==> config.mk <==
export PLATFORM = sky130hd
export DESIGN_NAME = afs_fault_status
export DESIGN_NICKNAME = d
export VERILOG_FILES = /design/src/afs_pkg.sv /design/src/afs_cmd_decode.sv /design/src/afs_fault_status.sv /design/src/afs_sticky_flag.sv
export SDC_FILE = /design/constraint.sdc
export NUM_CORES = 1
export LEC_CHECK = 0
export ABC_AREA = 0
export BUFFER_PORTS_ARGS = -buffer_cell sky130_fd_sc_hd__buf_2
export CORE_AREA = 8 8 77 79
export DETAILED_ROUTE_END_ITERATION = 10
export DIE_AREA = 0 0 85 87
export PLACE_DENSITY = 0.71
export SKIP_LAST_GASP = 1
export SYNTH_ARGS = -nofsm -noshare
export SYNTH_HDL_FRONTEND = slang
export SYNTH_SLANG_ARGS = --single-unit
==> constraint.sdc <==
create_clock -name clk -period 2.8 [get_ports clk]
set_clock_uncertainty 0.05 [all_clocks]
set_input_delay 0.84 -clock clk [delete_from_list [all_inputs] [get_ports clk]]
set_output_delay 0.84 -clock clk [all_outputs]
set_load 0.02 [all_outputs]
==> src/afs_pkg.sv <==
/*
  Package for the converter fault status bank: register addresses,
  field positions, reset values and the command codes it decodes.
  Assumes a command decoder upstream hands over 16-bit command words.
*/
package afs_pkg;

  // ---------------------------------------------------------------
  // register addresses and reset values
  // ---------------------------------------------------------------
  localparam logic [4:0] GENERAL_FAULT_ADDR = 5'h02;
  localparam logic [4:0] POS_THRESH_ADDR = 5'h03;
  localparam logic [4:0] NEG_THRESH_ADDR = 5'h04;
  localparam logic [4:0] SERIAL_STATUS_ADDR = 5'h05;
  localparam logic [7:0] GENERAL_FAULT_RESET = 8'h00;
  localparam logic [7:0] POS_THRESH_RESET = 8'h00;

  // ---------------------------------------------------------------
  // general fault register field positions
  // ---------------------------------------------------------------
  localparam int RESERVED_BIT = 7;
  localparam int CMD_FAULT_BIT = 6;
  localparam int SERIAL_FAULT_BIT = 5;
  localparam int INPUT_FAULT_BIT = 4;
  localparam int WATCHDOG_BIT = 3;
  localparam int RESYNC_BIT = 2;
  localparam int OVERRUN_BIT = 1;
  localparam int CHECK_BIT = 0;

  // positive threshold register: channel flags in low nibble
  localparam int POS_CH_LSB = 0;
  localparam int POS_CH_WIDTH = 4;
  localparam int CHANNELS_FULL = 4;
  localparam int CHANNELS_SMALL = 2;

  // ---------------------------------------------------------------
  // command words (upper 16 bits of the device word)
  // ---------------------------------------------------------------
  localparam logic [15:0] CMD_NOOP = 16'h0000;
  localparam logic [15:0] CMD_RESET = 16'h0011;
  localparam logic [15:0] CMD_STANDBY = 16'h0022;
  localparam logic [15:0] CMD_WAKEUP = 16'h0033;
  localparam logic [15:0] CMD_LOCK = 16'h0555;
  localparam logic [15:0] CMD_UNLOCK = 16'h0655;
  localparam logic [2:0] CMD_RREG_OP = 3'h1;
  localparam logic [2:0] CMD_REGISTER_READ_COMMAND_OP = 3'h1;
  localparam logic [2:0] CMD_WREG_OP = 3'h2;
  localparam logic [2:0] CMD_WREGS_OP = 3'h3;

  typedef enum logic [2:0] {
    AFS_CMD_INVALID,
    AFS_CMD_NOOP,
    AFS_CMD_CONTROL,
    AFS_CMD_LOCKCTL,
    AFS_CMD_READ,
    AFS_CMD_WRITE
  } afs_cmd_e;

endpackage

==> src/afs_cmd_decode.sv <==
/*
  Command word classifier for the fault status bank.
  Assumes the word is stable while cmd_valid is high.
*/
`timescale 1ns/1ps
module afs_cmd_decode (
  input wire logic [15:0] cmd_word,
  output afs_pkg::afs_cmd_e cmd_class,
  output logic [4:0] cmd_addr
);

  // ---------------------------------------------------------------
  // classification
  // ---------------------------------------------------------------
  always_comb begin
    cmd_addr = cmd_word[12:8];
    if (cmd_word == afs_pkg::CMD_NOOP) begin
      cmd_class = afs_pkg::AFS_CMD_NOOP;
    end else if (cmd_word == afs_pkg::CMD_LOCK || cmd_word == afs_pkg::CMD_UNLOCK) begin
      cmd_class = afs_pkg::AFS_CMD_LOCKCTL;
    end else if (cmd_word == afs_pkg::CMD_RESET || cmd_word == afs_pkg::CMD_STANDBY
                 || cmd_word == afs_pkg::CMD_WAKEUP) begin
      cmd_class = afs_pkg::AFS_CMD_CONTROL;
    end else if (cmd_word[15:13] == afs_pkg::CMD_RREG_OP) begin
      cmd_class = afs_pkg::AFS_CMD_READ;
    end else if (cmd_word[15:13] == afs_pkg::CMD_WREG_OP
                 || cmd_word[15:13] == afs_pkg::CMD_WREGS_OP) begin
      cmd_class = afs_pkg::AFS_CMD_WRITE;
    end else begin
      cmd_class = afs_pkg::AFS_CMD_INVALID;
    end
  end

endmodule

==> src/afs_fault_status.sv <==
/*
  Fault status bank: general fault register and positive-input
  threshold register, read-only, returned on register reads; the general
  one is also returned on the no-op command status.
  Holds the sticky fault flags, the threshold summary and the
  registered command status response; the fault engines
  (comparators, watchdog, crc and hamming checks) live outside.
  Assumes a serial front end delivers decoded 16-bit command words
  as one-cycle strobes, and that the fault engines supply set pulses,
  cause levels and threshold comparator levels on clk.
  Assumes the negative threshold register lives outside and reports
  its flags as levels and each of its reads as a one-cycle strobe.
  Assumes the front end shifts the response word out; this block
  only holds it until the next command strobe replaces it.
  Assumes the serial status register read is decoded here, while
  its startup bit is a level owned by the power-up checker.
*/
`timescale 1ns/1ps

module afs_fault_status #(
  parameter int CHANNELS = afs_pkg::CHANNELS_FULL
) (
  input wire logic clk,
  input wire logic resetn,
  input wire logic cmd_valid,
  input wire logic [15:0] cmd_word,
  input wire logic cmd_crc_fail,
  input wire logic hamming_enable,
  input wire logic hamming_uncorrectable,
  input wire logic device_locked,
  input wire logic sync_slave_mode,
  input wire logic resync_event,
  input wire logic watchdog_expired,
  input wire logic conversion_ready_signal,
  input wire logic shift_out_busy,
  input wire logic cs_fault_event,
  input wire logic cs_fault_cause,
  input wire logic frame_fault_event,
  input wire logic frame_fault_cause,
  input wire logic startup_fault,
  input wire logic [3:0] pos_compare,
  input wire logic [3:0] neg_flags,
  input wire logic neg_read_strobe,
  output logic cmd_accept,
  output logic cmd_discard,
  output logic rsp_valid,
  output logic [15:0] rsp_word,
  output logic [7:0] general_fault_status,
  output logic [7:0] positive_input_threshold_status,
  output logic [2:0] serial_status
);

  // ---------------------------------------------------------------
  // state
  // ---------------------------------------------------------------
  typedef struct packed {
    logic pos_read_seen;
    logic neg_read_seen;
    logic input_fault_summary_flag;
    logic [3:0] pos_flags;
    logic rsp_valid;
    logic [15:0] rsp_word;
  } afs_state_s;

  afs_state_s state;
  afs_state_s next_state;

  // decoded command
  afs_pkg::afs_cmd_e cmd_class;
  logic [4:0] cmd_addr;
  logic good_cmd;
  logic bad_cmd;
  logic locked_bad;
  logic noop_cmd;
  logic read_general;
  logic read_serial;
  logic read_pos;

  // sticky flag outputs and their set terms
  logic command_fault_flag;
  logic watchdog_timeout_flag;
  logic resync_fault_flag;
  logic data_overrun_flag;
  logic check_fault_flag;
  logic cs_flag;
  logic frame_flag;
  logic resync_set;
  logic overrun_set;
  logic overrun_cause;
  logic check_set;

  // register images and response
  logic [7:0] general_value;
  logic [7:0] pos_value;
  logic [2:0] serial_value;
  logic [3:0] chan_mask;
  logic [15:0] rsp_next;

  function automatic logic [3:0] channel_mask(input int n);
    channel_mask = (n >= afs_pkg::CHANNELS_FULL) ? 4'hf : 4'h3;
  endfunction

  function automatic logic addr_hit(input logic [4:0] a, input logic [4:0] reg_addr);
    addr_hit = (a == reg_addr);
  endfunction

  // accepted register read aimed at one address
  function automatic logic read_hit(input logic ok, input afs_pkg::afs_cmd_e cls,
                                    input logic [4:0] a, input logic [4:0] reg_addr);
    read_hit = ok && cls == afs_pkg::AFS_CMD_READ && addr_hit(a, reg_addr);
  endfunction

  afs_cmd_decode u_decode (
    .cmd_word(cmd_word),
    .cmd_class(cmd_class),
    .cmd_addr(cmd_addr)
  );

  // ---------------------------------------------------------------
  // command screening
  // ---------------------------------------------------------------
  always_comb begin
    chan_mask = channel_mask(CHANNELS);
    good_cmd = cmd_valid && !cmd_crc_fail;
    locked_bad = device_locked && (cmd_class == afs_pkg::AFS_CMD_CONTROL
                 || cmd_class == afs_pkg::AFS_CMD_WRITE);
    bad_cmd = good_cmd && (cmd_class == afs_pkg::AFS_CMD_INVALID || locked_bad);
    cmd_accept = good_cmd && !bad_cmd;
    cmd_discard = cmd_valid && !cmd_accept;
    noop_cmd = cmd_accept && cmd_class == afs_pkg::AFS_CMD_NOOP;
    // a no-op is a transfer of the general register as well
    read_general = noop_cmd
                   || read_hit(cmd_accept, cmd_class, cmd_addr, afs_pkg::GENERAL_FAULT_ADDR);
    read_pos = read_hit(cmd_accept, cmd_class, cmd_addr, afs_pkg::POS_THRESH_ADDR);
    read_serial = read_hit(cmd_accept, cmd_class, cmd_addr, afs_pkg::SERIAL_STATUS_ADDR);
  end

  // ---------------------------------------------------------------
  // flag set and hold terms
  // ---------------------------------------------------------------
  // qualifiers are applied here so a mode bit that drops mid-pulse
  // cannot leave a half-qualified set term on a flag
  always_comb begin
    resync_set = resync_event && sync_slave_mode;
    overrun_set = conversion_ready_signal && shift_out_busy;
    // new data landing in the clearing cycle keeps the overrun flag up
    overrun_cause = overrun_set;
    check_set = (hamming_enable && hamming_uncorrectable)
                || (cmd_valid && cmd_crc_fail);
  end

  // ---------------------------------------------------------------
  // sticky flags
  // ---------------------------------------------------------------
  // a refused command in the clearing cycle outranks the clear
  afs_sticky_flag u_cmd_fault (
    .clk(clk),
    .resetn(resetn),
    .set_pulse(bad_cmd),
    .cause_level(1'b0),
    .clear_pulse(read_general),
    .flag(command_fault_flag)
  );

  // expiry is a one-shot event, so no cause level holds it
  afs_sticky_flag u_watchdog (
    .clk(clk),
    .resetn(resetn),
    .set_pulse(watchdog_expired),
    .cause_level(1'b0),
    .clear_pulse(read_general),
    .flag(watchdog_timeout_flag)
  );

  // resync has no documented clear; it follows the general transfer too
  afs_sticky_flag u_resync (
    .clk(clk),
    .resetn(resetn),
    .set_pulse(resync_set),
    .cause_level(1'b0),
    .clear_pulse(read_general),
    .flag(resync_fault_flag)
  );

  afs_sticky_flag u_overrun (
    .clk(clk),
    .resetn(resetn),
    .set_pulse(overrun_set),
    .cause_level(overrun_cause),
    .clear_pulse(read_general),
    .flag(data_overrun_flag)
  );

  afs_sticky_flag u_check (
    .clk(clk),
    .resetn(resetn),
    .set_pulse(check_set),
    .cause_level(1'b0),
    .clear_pulse(read_serial),
    .flag(check_fault_flag)
  );

  // a select fault still present survives the serial transfer
  afs_sticky_flag u_cs (
    .clk(clk),
    .resetn(resetn),
    .set_pulse(cs_fault_event),
    .cause_level(cs_fault_cause),
    .clear_pulse(read_serial),
    .flag(cs_flag)
  );

  // a short frame still present survives the serial transfer
  afs_sticky_flag u_frame (
    .clk(clk),
    .resetn(resetn),
    .set_pulse(frame_fault_event),
    .cause_level(frame_fault_cause),
    .clear_pulse(read_serial),
    .flag(frame_flag)
  );

  // ---------------------------------------------------------------
  // register images
  // ---------------------------------------------------------------
  always_comb begin
    serial_value = {startup_fault, cs_flag, frame_flag};
    general_value = afs_pkg::GENERAL_FAULT_RESET;
    general_value[afs_pkg::RESERVED_BIT] = 1'b0;
    general_value[afs_pkg::CMD_FAULT_BIT] = command_fault_flag;
    general_value[afs_pkg::SERIAL_FAULT_BIT] = |serial_value;
    general_value[afs_pkg::INPUT_FAULT_BIT] = state.input_fault_summary_flag;
    general_value[afs_pkg::WATCHDOG_BIT] = watchdog_timeout_flag;
    general_value[afs_pkg::RESYNC_BIT] = resync_fault_flag;
    general_value[afs_pkg::OVERRUN_BIT] = data_overrun_flag;
    general_value[afs_pkg::CHECK_BIT] = check_fault_flag;
  end

  // ---------------------------------------------------------------
  // threshold image
  // ---------------------------------------------------------------
  // upper nibble stays at its reset value: no write path exists
  always_comb begin
    pos_value = afs_pkg::POS_THRESH_RESET;
    pos_value[afs_pkg::POS_CH_LSB +: afs_pkg::POS_CH_WIDTH] = state.pos_flags;
  end

  // ---------------------------------------------------------------
  // command status response
  // ---------------------------------------------------------------
  always_comb begin
    // writes echo the command; status registers have no write path
    rsp_next = cmd_word;
    if (!cmd_accept) begin
      rsp_next = 16'h0000;
    end else if (noop_cmd) begin
      rsp_next = {8'h22, general_value};
    end else if (cmd_class == afs_pkg::AFS_CMD_READ) begin
      if (addr_hit(cmd_addr, afs_pkg::GENERAL_FAULT_ADDR)) begin
        rsp_next = {afs_pkg::CMD_RREG_OP, cmd_addr, general_value};
      end else if (addr_hit(cmd_addr, afs_pkg::POS_THRESH_ADDR)) begin
        rsp_next = {afs_pkg::CMD_RREG_OP, cmd_addr, pos_value};
      end else if (addr_hit(cmd_addr, afs_pkg::SERIAL_STATUS_ADDR)) begin
        rsp_next = {afs_pkg::CMD_RREG_OP, cmd_addr, 5'h00, serial_value};
      end else begin
        rsp_next = {afs_pkg::CMD_RREG_OP, cmd_addr, 8'h00};
      end
    end
  end

  // ---------------------------------------------------------------
  // threshold summary and response
  // ---------------------------------------------------------------
  always_comb begin
    next_state = state;
    next_state.pos_flags = pos_compare & chan_mask;
    if (read_pos) begin
      next_state.pos_read_seen = 1'b1;
    end
    if (neg_read_strobe) begin
      next_state.neg_read_seen = 1'b1;
    end
    // summary drops once both threshold registers were read and none is set
    if (next_state.pos_read_seen && next_state.neg_read_seen) begin
      next_state.input_fault_summary_flag = 1'b0;
      next_state.pos_read_seen = 1'b0;
      next_state.neg_read_seen = 1'b0;
    end
    if (|next_state.pos_flags || |(neg_flags & chan_mask)) begin
      next_state.input_fault_summary_flag = 1'b1;
    end
    next_state.rsp_valid = cmd_valid;
    // the word stands until the next command strobe replaces it
    if (cmd_valid) begin
      next_state.rsp_word = rsp_next;
    end
  end

  always_ff @(posedge clk or negedge resetn) begin
    if (!resetn) begin
      state <= '0;
    end else begin
      state <= next_state;
    end
  end

  assign rsp_valid = state.rsp_valid;
  assign rsp_word = state.rsp_word;
  assign general_fault_status = general_value;
  assign positive_input_threshold_status = pos_value;
  assign serial_status = serial_value;

endmodule

==> src/afs_sticky_flag.sv <==
/*
  One sticky fault flag: set by an event, cleared by a transfer,
  held while the cause persists.
  Assumes set and clear are one-cycle pulses on clk.
*/
`timescale 1ns/1ps
module afs_sticky_flag (
  input wire logic clk,
  input wire logic resetn,
  input wire logic set_pulse,
  input wire logic cause_level,
  input wire logic clear_pulse,
  output logic flag
);

  typedef struct packed {
    logic flag;
  } afs_flag_s;

  afs_flag_s state;
  afs_flag_s next_state;

  // ---------------------------------------------------------------
  // set beats clear; a persisting cause keeps the flag up
  // ---------------------------------------------------------------
  always_comb begin
    next_state = state;
    if (clear_pulse) begin
      next_state.flag = cause_level;
    end
    if (set_pulse) begin
      next_state.flag = 1'b1;
    end
  end

  always_ff @(posedge clk or negedge resetn) begin
    if (!resetn) begin
      state <= '0;
    end else begin
      state <= next_state;
    end
  end

  assign flag = state.flag;

endmodule
Yosys cells after proc, flatten, opt, wreduce, memory -nomap -nowiden
Cells that the tools add are included.

storage, ports and cells
  register bits = 31
  output and inout bits = 38

operators by class
  equality and inequality tests = 15
  mux-type cells = 26
  reductions and logical operators = 40

operators with widths
  cell                                                                     count
  16-bit two-way mux                                                       3
  16-bit by 11-bit equality test with 1-bit output, second input constant  2
  16-bit by 6-bit equality test with 1-bit output, second input constant   2
  3-bit two-way mux                                                        7
  16-bit by 5-bit equality test with 1-bit output, second input constant   1
  16-bit zero test                                                         1
  2-bit nonzero test                                                       8
  1-bit logical AND                                                        15
  1-bit two-way mux                                                        14
  5-bit by 2-bit equality test with 1-bit output, second input constant    2
  3-bit by 2-bit equality test with 1-bit output, second input constant    3
  1-bit logical OR                                                         9
  4-bit OR reduction                                                       2
  7-bit two-way mux                                                        1
  3-bit by 1-bit equality test with 1-bit output, second input constant    2
  3-bit equality test, second input constant                               2
  5-bit by 3-bit equality test with 1-bit output, second input constant    1
  4-bit two-way mux                                                        1
  1-bit zero test                                                          3
  3-bit zero test                                                          1
  3-bit OR reduction                                                       1

Depth between registers and ports, before layout
  depth after elaboration = 20
  mapped depth = 6
  gate-level depth less buffers = 5

Cells and area by module
From an unflattened synthesis, not the netlist that was laid out.

second synthesis, totals
  cells, all modules = 200
  area, all modules = 2023.2 sq um

modules (own cells, without submodules)
  module            instances  cells an instance  area an instance (sq um)
  afs_fault_status  1          153                1564.0
  afs_sticky_flag   7          3                  40.0
  afs_cmd_decode    1          26                 178.9

Least setup slack after synthesis
Ideal clock, no wire load.

  kind = input to output
  start point = in cmd_word[12]
  end point = out cmd_accept
  arrival time = 2.034 ns
  data required time = 1.910 ns
  slack = -0.124 ns
  stages on the path = 6
  path through = nor4_2 nand4_1 o311ai_4 o31ai_4 buf_6 inv_1

between the ends
  cells in the longest elaborated chain, start to end = 13
  elaborated cells between the ends (all ways) = 21

RTL lines
  element                                                                                                                    RTL line                                          source
  from (decl)                                                                                                                afs_fault_status.sv:26                            input wire logic [15:0] cmd_word,
  16-bit by 5-bit equality test with 1-bit output / 16-bit by 6-bit equality test with 1-bit output (equally long branches)  afs_cmd_decode.sv:21                              end else if (cmd_word == afs_pkg::CMD_RESET || cmd_word == afs_pkg::CMD_STANDBY
  1-bit logical OR                                                                                                           afs_cmd_decode.sv:21
  1-bit logical OR                                                                                                           afs_cmd_decode.sv:22                              || cmd_word == afs_pkg::CMD_WAKEUP) begin
  3-bit two-way mux                                                                                                          afs_cmd_decode.sv:21
  3-bit two-way mux                                                                                                          afs_cmd_decode.sv:19                              end else if (cmd_word == afs_pkg::CMD_LOCK || cmd_word == afs_pkg::CMD_UNLOCK) begin
  3-bit two-way mux (*)                                                                                                      afs_cmd_decode.sv:17                              if (cmd_word == afs_pkg::CMD_NOOP) begin
  3-bit by 2-bit equality test with 1-bit output / 3-bit equality test (equally long branches)                               afs_fault_status.sv:125, afs_fault_status.sv:126
  1-bit logical OR                                                                                                           afs_fault_status.sv:126                           || cmd_class == afs_pkg::AFS_CMD_WRITE);
  1-bit logical AND                                                                                                          afs_fault_status.sv:125                           locked_bad = device_locked && (cmd_class == afs_pkg::AFS_CMD_CONTROL
  1-bit logical OR (*)                                                                                                       afs_fault_status.sv:127                           bad_cmd = good_cmd && (cmd_class == afs_pkg::AFS_CMD_INVALID || locked_bad);
  1-bit logical AND (*)                                                                                                      afs_fault_status.sv:127
  1-bit zero test (*)                                                                                                        afs_fault_status.sv:128                           cmd_accept = good_cmd && !bad_cmd;
  1-bit logical AND (*)                                                                                                      afs_fault_status.sv:128
  to (decl)                                                                                                                  afs_fault_status.sv:44                            output logic cmd_accept,

Every way passes the cells marked *; elsewhere a longest branch is shown, timed or not.

Worst setup path after layout
  start point = in cmd_word[11]
  end point = out cmd_discard

between the ends
  cells in the longest elaborated chain, start to end = 15
  elaborated cells between the ends (all ways) = 23

RTL lines
  element                                                                                                                    RTL line                                          source
  16-bit by 5-bit equality test with 1-bit output / 16-bit by 6-bit equality test with 1-bit output (equally long branches)  afs_cmd_decode.sv:21
  1-bit logical OR                                                                                                           afs_cmd_decode.sv:21
  1-bit logical OR                                                                                                           afs_cmd_decode.sv:22
  3-bit two-way mux                                                                                                          afs_cmd_decode.sv:21
  3-bit two-way mux                                                                                                          afs_cmd_decode.sv:19
  3-bit two-way mux (*)                                                                                                      afs_cmd_decode.sv:17
  3-bit by 2-bit equality test with 1-bit output / 3-bit equality test (equally long branches)                               afs_fault_status.sv:125, afs_fault_status.sv:126
  1-bit logical OR                                                                                                           afs_fault_status.sv:126
  1-bit logical AND                                                                                                          afs_fault_status.sv:125
  1-bit logical OR (*)                                                                                                       afs_fault_status.sv:127
  1-bit logical AND (*)                                                                                                      afs_fault_status.sv:127
  1-bit zero test (*)                                                                                                        afs_fault_status.sv:128
  1-bit logical AND (*)                                                                                                      afs_fault_status.sv:128
  1-bit zero test (*)                                                                                                        --
  1-bit logical AND (*)                                                                                                      afs_fault_status.sv:129                           cmd_discard = cmd_valid && !cmd_accept;
  to (decl)                                                                                                                  afs_fault_status.sv:45                            output logic cmd_discard,

Marked as above.

==> results.py <==
metrics = {
    "yosys": {
        "ys_top_cells_by_area": "dfrtp_1, buf_4, o22ai_2",
        "synth_top_area_cell": "dfrtp_1",
        "async_reset_ff_share_pct": 100.0,
        "postSynthCellCount": 186,
        "yosys_warnings": 0,
        "yosysSeqAreaShare_pct": 41.95,
        "synthFlopType": "dfrtp_1",
        "synth-edff-count": 0,
        "synth_area_um2": 1849,
        "synth_top_area_share_pct": 41.95,
        "synth_seq_cells": 31,
        "synth.avg_cell_area_um2": 9.942,
        "synth_cell_types": 42,
    },
    "clocking": {
        "cts_sinks": 31,
        "clk-insertion-delay-late_ns": 0.28,
        "path_clk_slew_ns": 0.06,
        "cts_root_buf": "clkbuf_8",
        "htree_levels": 2,
        "cts_tree": "yes",
        "clock_path_buffers": 2,
        "cts_hold_buffers": 0,
        "cts-buffers-inserted": 5,
    },
    "floorplanning": {
        "row_count": 26,
        "start_util_pct": 38.15,
        "die_y_um": 87,
        "die_w_um": 85,
        "coreArea_um2": 4847,
        "die_area_um2": 7395,
        "io_pins": 80,
    },
    "status": {
        "violations": "negative setup slack",
        "outcome": "complete, but fails checks",
    },
    "layout": {
        "diodes": 0,
        "largest_register_ffs": 16,
        "final_area_um2": 2435,
        "syn_to_final_growth_pct": 31.66,
        "nNetsFinal": 301,
        "utilization_pct": 50.23,
        "drive_above_1_share_pct": 50.00,
        "nFillCells": 480,
    },
    "detailed_routing": {
        "drc": 0,
        "totalWireLength_mm": 5.281,
        "dr.first_iter.drc_count": 100,
        "drt_pass1_iterations": 4,
        "highest_layer": "met4",
        "dr_wl_met3_um": 386,
        "drt.antenna.violating_nets": 0,
        "num_vias": 1579,
        "m1WireLength_mm": 2.340,
        "wl_per_cell_um": 16.71,
        "route.met2.wl_mm": 2.514,
        "viasPerCell": 4.997,
    },
    "sta": {
        "setup_viol": 2,
        "finalHoldViolations": 0,
        "timing.fmax_ghz": 0.3318,
        "tightest_slew_ns": 0.7261,
        "slew_viol_final": 0,
        "setup_ws_ns": -0.2137,
        "post-route-period-util_pct": 107.6,
        "rsz0062_at_grt": "true",
        "fin_crit_ns": 3.014,
        "relSlewSlack_pct": 51.59,
    },
    "placed_design": {
        "gp_congestion": 0.8461,
        "port-buffer-count": 74,
        "hpwlAfterDp_mm": 4.111,
        "placed_area_um2": 2235,
    },
    "worst_setup_path": {
        "crit_required_ns": 1.91,
        "endpoint_kind": "primary output",
        "crit_fanout": 3,
        "path_class": "in -> out",
        "arrival_ns": 2.12,
        "worstSetupStartpointType": "primary input",
    },
    "power": {
        "p_leak_nw": 1.170,
        "power.ir.vdd_worst_mv": 0.2315,
        "powerDensity_nw_per_um2": 415.3,
    },
    "global_route": {
        "grt_overflow": 0,
        "grt_use_total_pct": 14.98,
        "grt_pass1_wl_mm": 8.714,
        "grt_max_degree": 32,
        "grt_pass1_vias": 1746,
        "antenna_found_initial": 0,
    },
    "job": {
        "maxCapViolations": 0,
    },
    "worst_hold_path": {
        "min_path_type": "reg -> reg",
    },
}
==> area by class of cell <==
class	instances	area [um2]	area share, %
clock buffer	7	76.32	3.135
tap	56	70.07	2.878
timing repair buffer	100	624.3	25.64
sequential	31	775.7	31.86
multi-input combinational	95	780.7	32.07
inverter	26	102.6	4.214
clock inverter	1	5.005	0.2055
==> through the flow <==
| stage | TNS [ns] | instances | hold WS [ns] | power (mW) | worst slack (ns) |
|---|---|---|---|---|---|
| final | -0.4078 | 316 | 0.3912 | 1.011 | -0.2137 |
| after CTS | -0.4290 | 315 | 0.3917 | 1.013 | -0.2277 |
| after floorplan | -0.01675 | 190 | 0.3592 | 0.5894 | -0.01675 |
| after detailed placement | -0.5614 | 305 | 0.3813 | 0.6677 | -0.2921 |
| after global placement | -0.6443 | 305 | 0.3731 | 0.6658 | -0.3338 |
| after global routing | -0.6075 | 316 | 0.4228 | 1.061 | -0.3159 |
==> cell usage in the layout (no fill, tap or decap), drive strengths merged, types with 5 or more instances in the layout <==
| cell | n |
|---|---|
| nor3 | 6 |
| nor4 | 6 |
| inv | 25 |
| clkbuf | 7 |
| o22ai | 15 |
| dfrtp | 31 |
| nor2 | 10 |
| nand2 | 5 |
| conb | 5 |
| buf | 100 |
==> report_power, final <==
part	switching, mW	internal, mW	total (mW)	leakage, nW
combinational	0.116	0.0908	0.207	0.757
clock	0.162	0.174	0.336	0.0422
sequential	0.00653	0.462	0.468	0.371
total	0.285	0.727	1.01	1.17
==> per-layer routing <==
layer,global-route usage (%),vias up
li1,-,760
met1,18.01,738
met2,24.86,74
met3,5.094,7
met4,3.883,0
met5,0,-
==> worst paths after layout <==
kind,start,endpoint,slack [ns],cells after the start
max,cmd_word[11],cmd_discard,-0.21,7
min,state[22]$_DFF_PN0_,state[23]$_DFF_PN0_,0.39,1
max reg2reg,positive_input_threshold_status[2]$_DFF_PN0_,rsp_word[2]$_DFFE_PN0P_,1.33,4
min reg2reg,state[22]$_DFF_PN0_,state[23]$_DFF_PN0_,0.39,1
max in group asynchronous,resetn,general_fault_status[4]$_DFFE_PN0P_,1.68,1
min in group asynchronous,resetn,rsp_word[7]$_DFFE_PN0P_,0.56,1
==> cells in the mapped netlist (all sizes together) (2+ instances only) <==
cell type   n
o21ai       4
xnor2       2
nor4        6
and2b       2
nor3        6
nand4       3
o22ai      15
clkbuf      3
nor2       10
a22o        4
dfrtp      31
nand2       5
inv        26
a31oi       2
buf        35
a222oi      2
a211o       2
nand3       4
a22oi       4
nor2b       4
==> worst max-delay path, stage by stage <==
cell and delay, ns:
buf_8 0.11, nor4_4 0.28, nand4_1 0.17, o311ai_4 0.30, o31ai_4 0.12, and2_4 0.17
buf_6 0.12
==> what timing repair did <==
| item | CTS | global route |
|---|---|---|
| resized for setup | 13 | 14 |
| endpoints found under the hold margin | 0 | 0 |
| gates cloned | 0 | 0 |
| pin swaps | 8 | 5 |
| setup buffers | 2 | 1 |
| endpoints found under the setup margin | 2 | 2 |
==> cells by family after synthesis <==
logic type	Yosys count	share of synthesized area, %
AOI/OAI and AO/OA	43	22.19
buffers and inverters	64	20.30
xor gates and xnor gates	2	0.9474
muxes	1	0.5413
and+or+nand+nor	44	13.87
other	1	0.2028
DFF	31	41.95
Note: power is estimated with default switching activity, not from simulation.
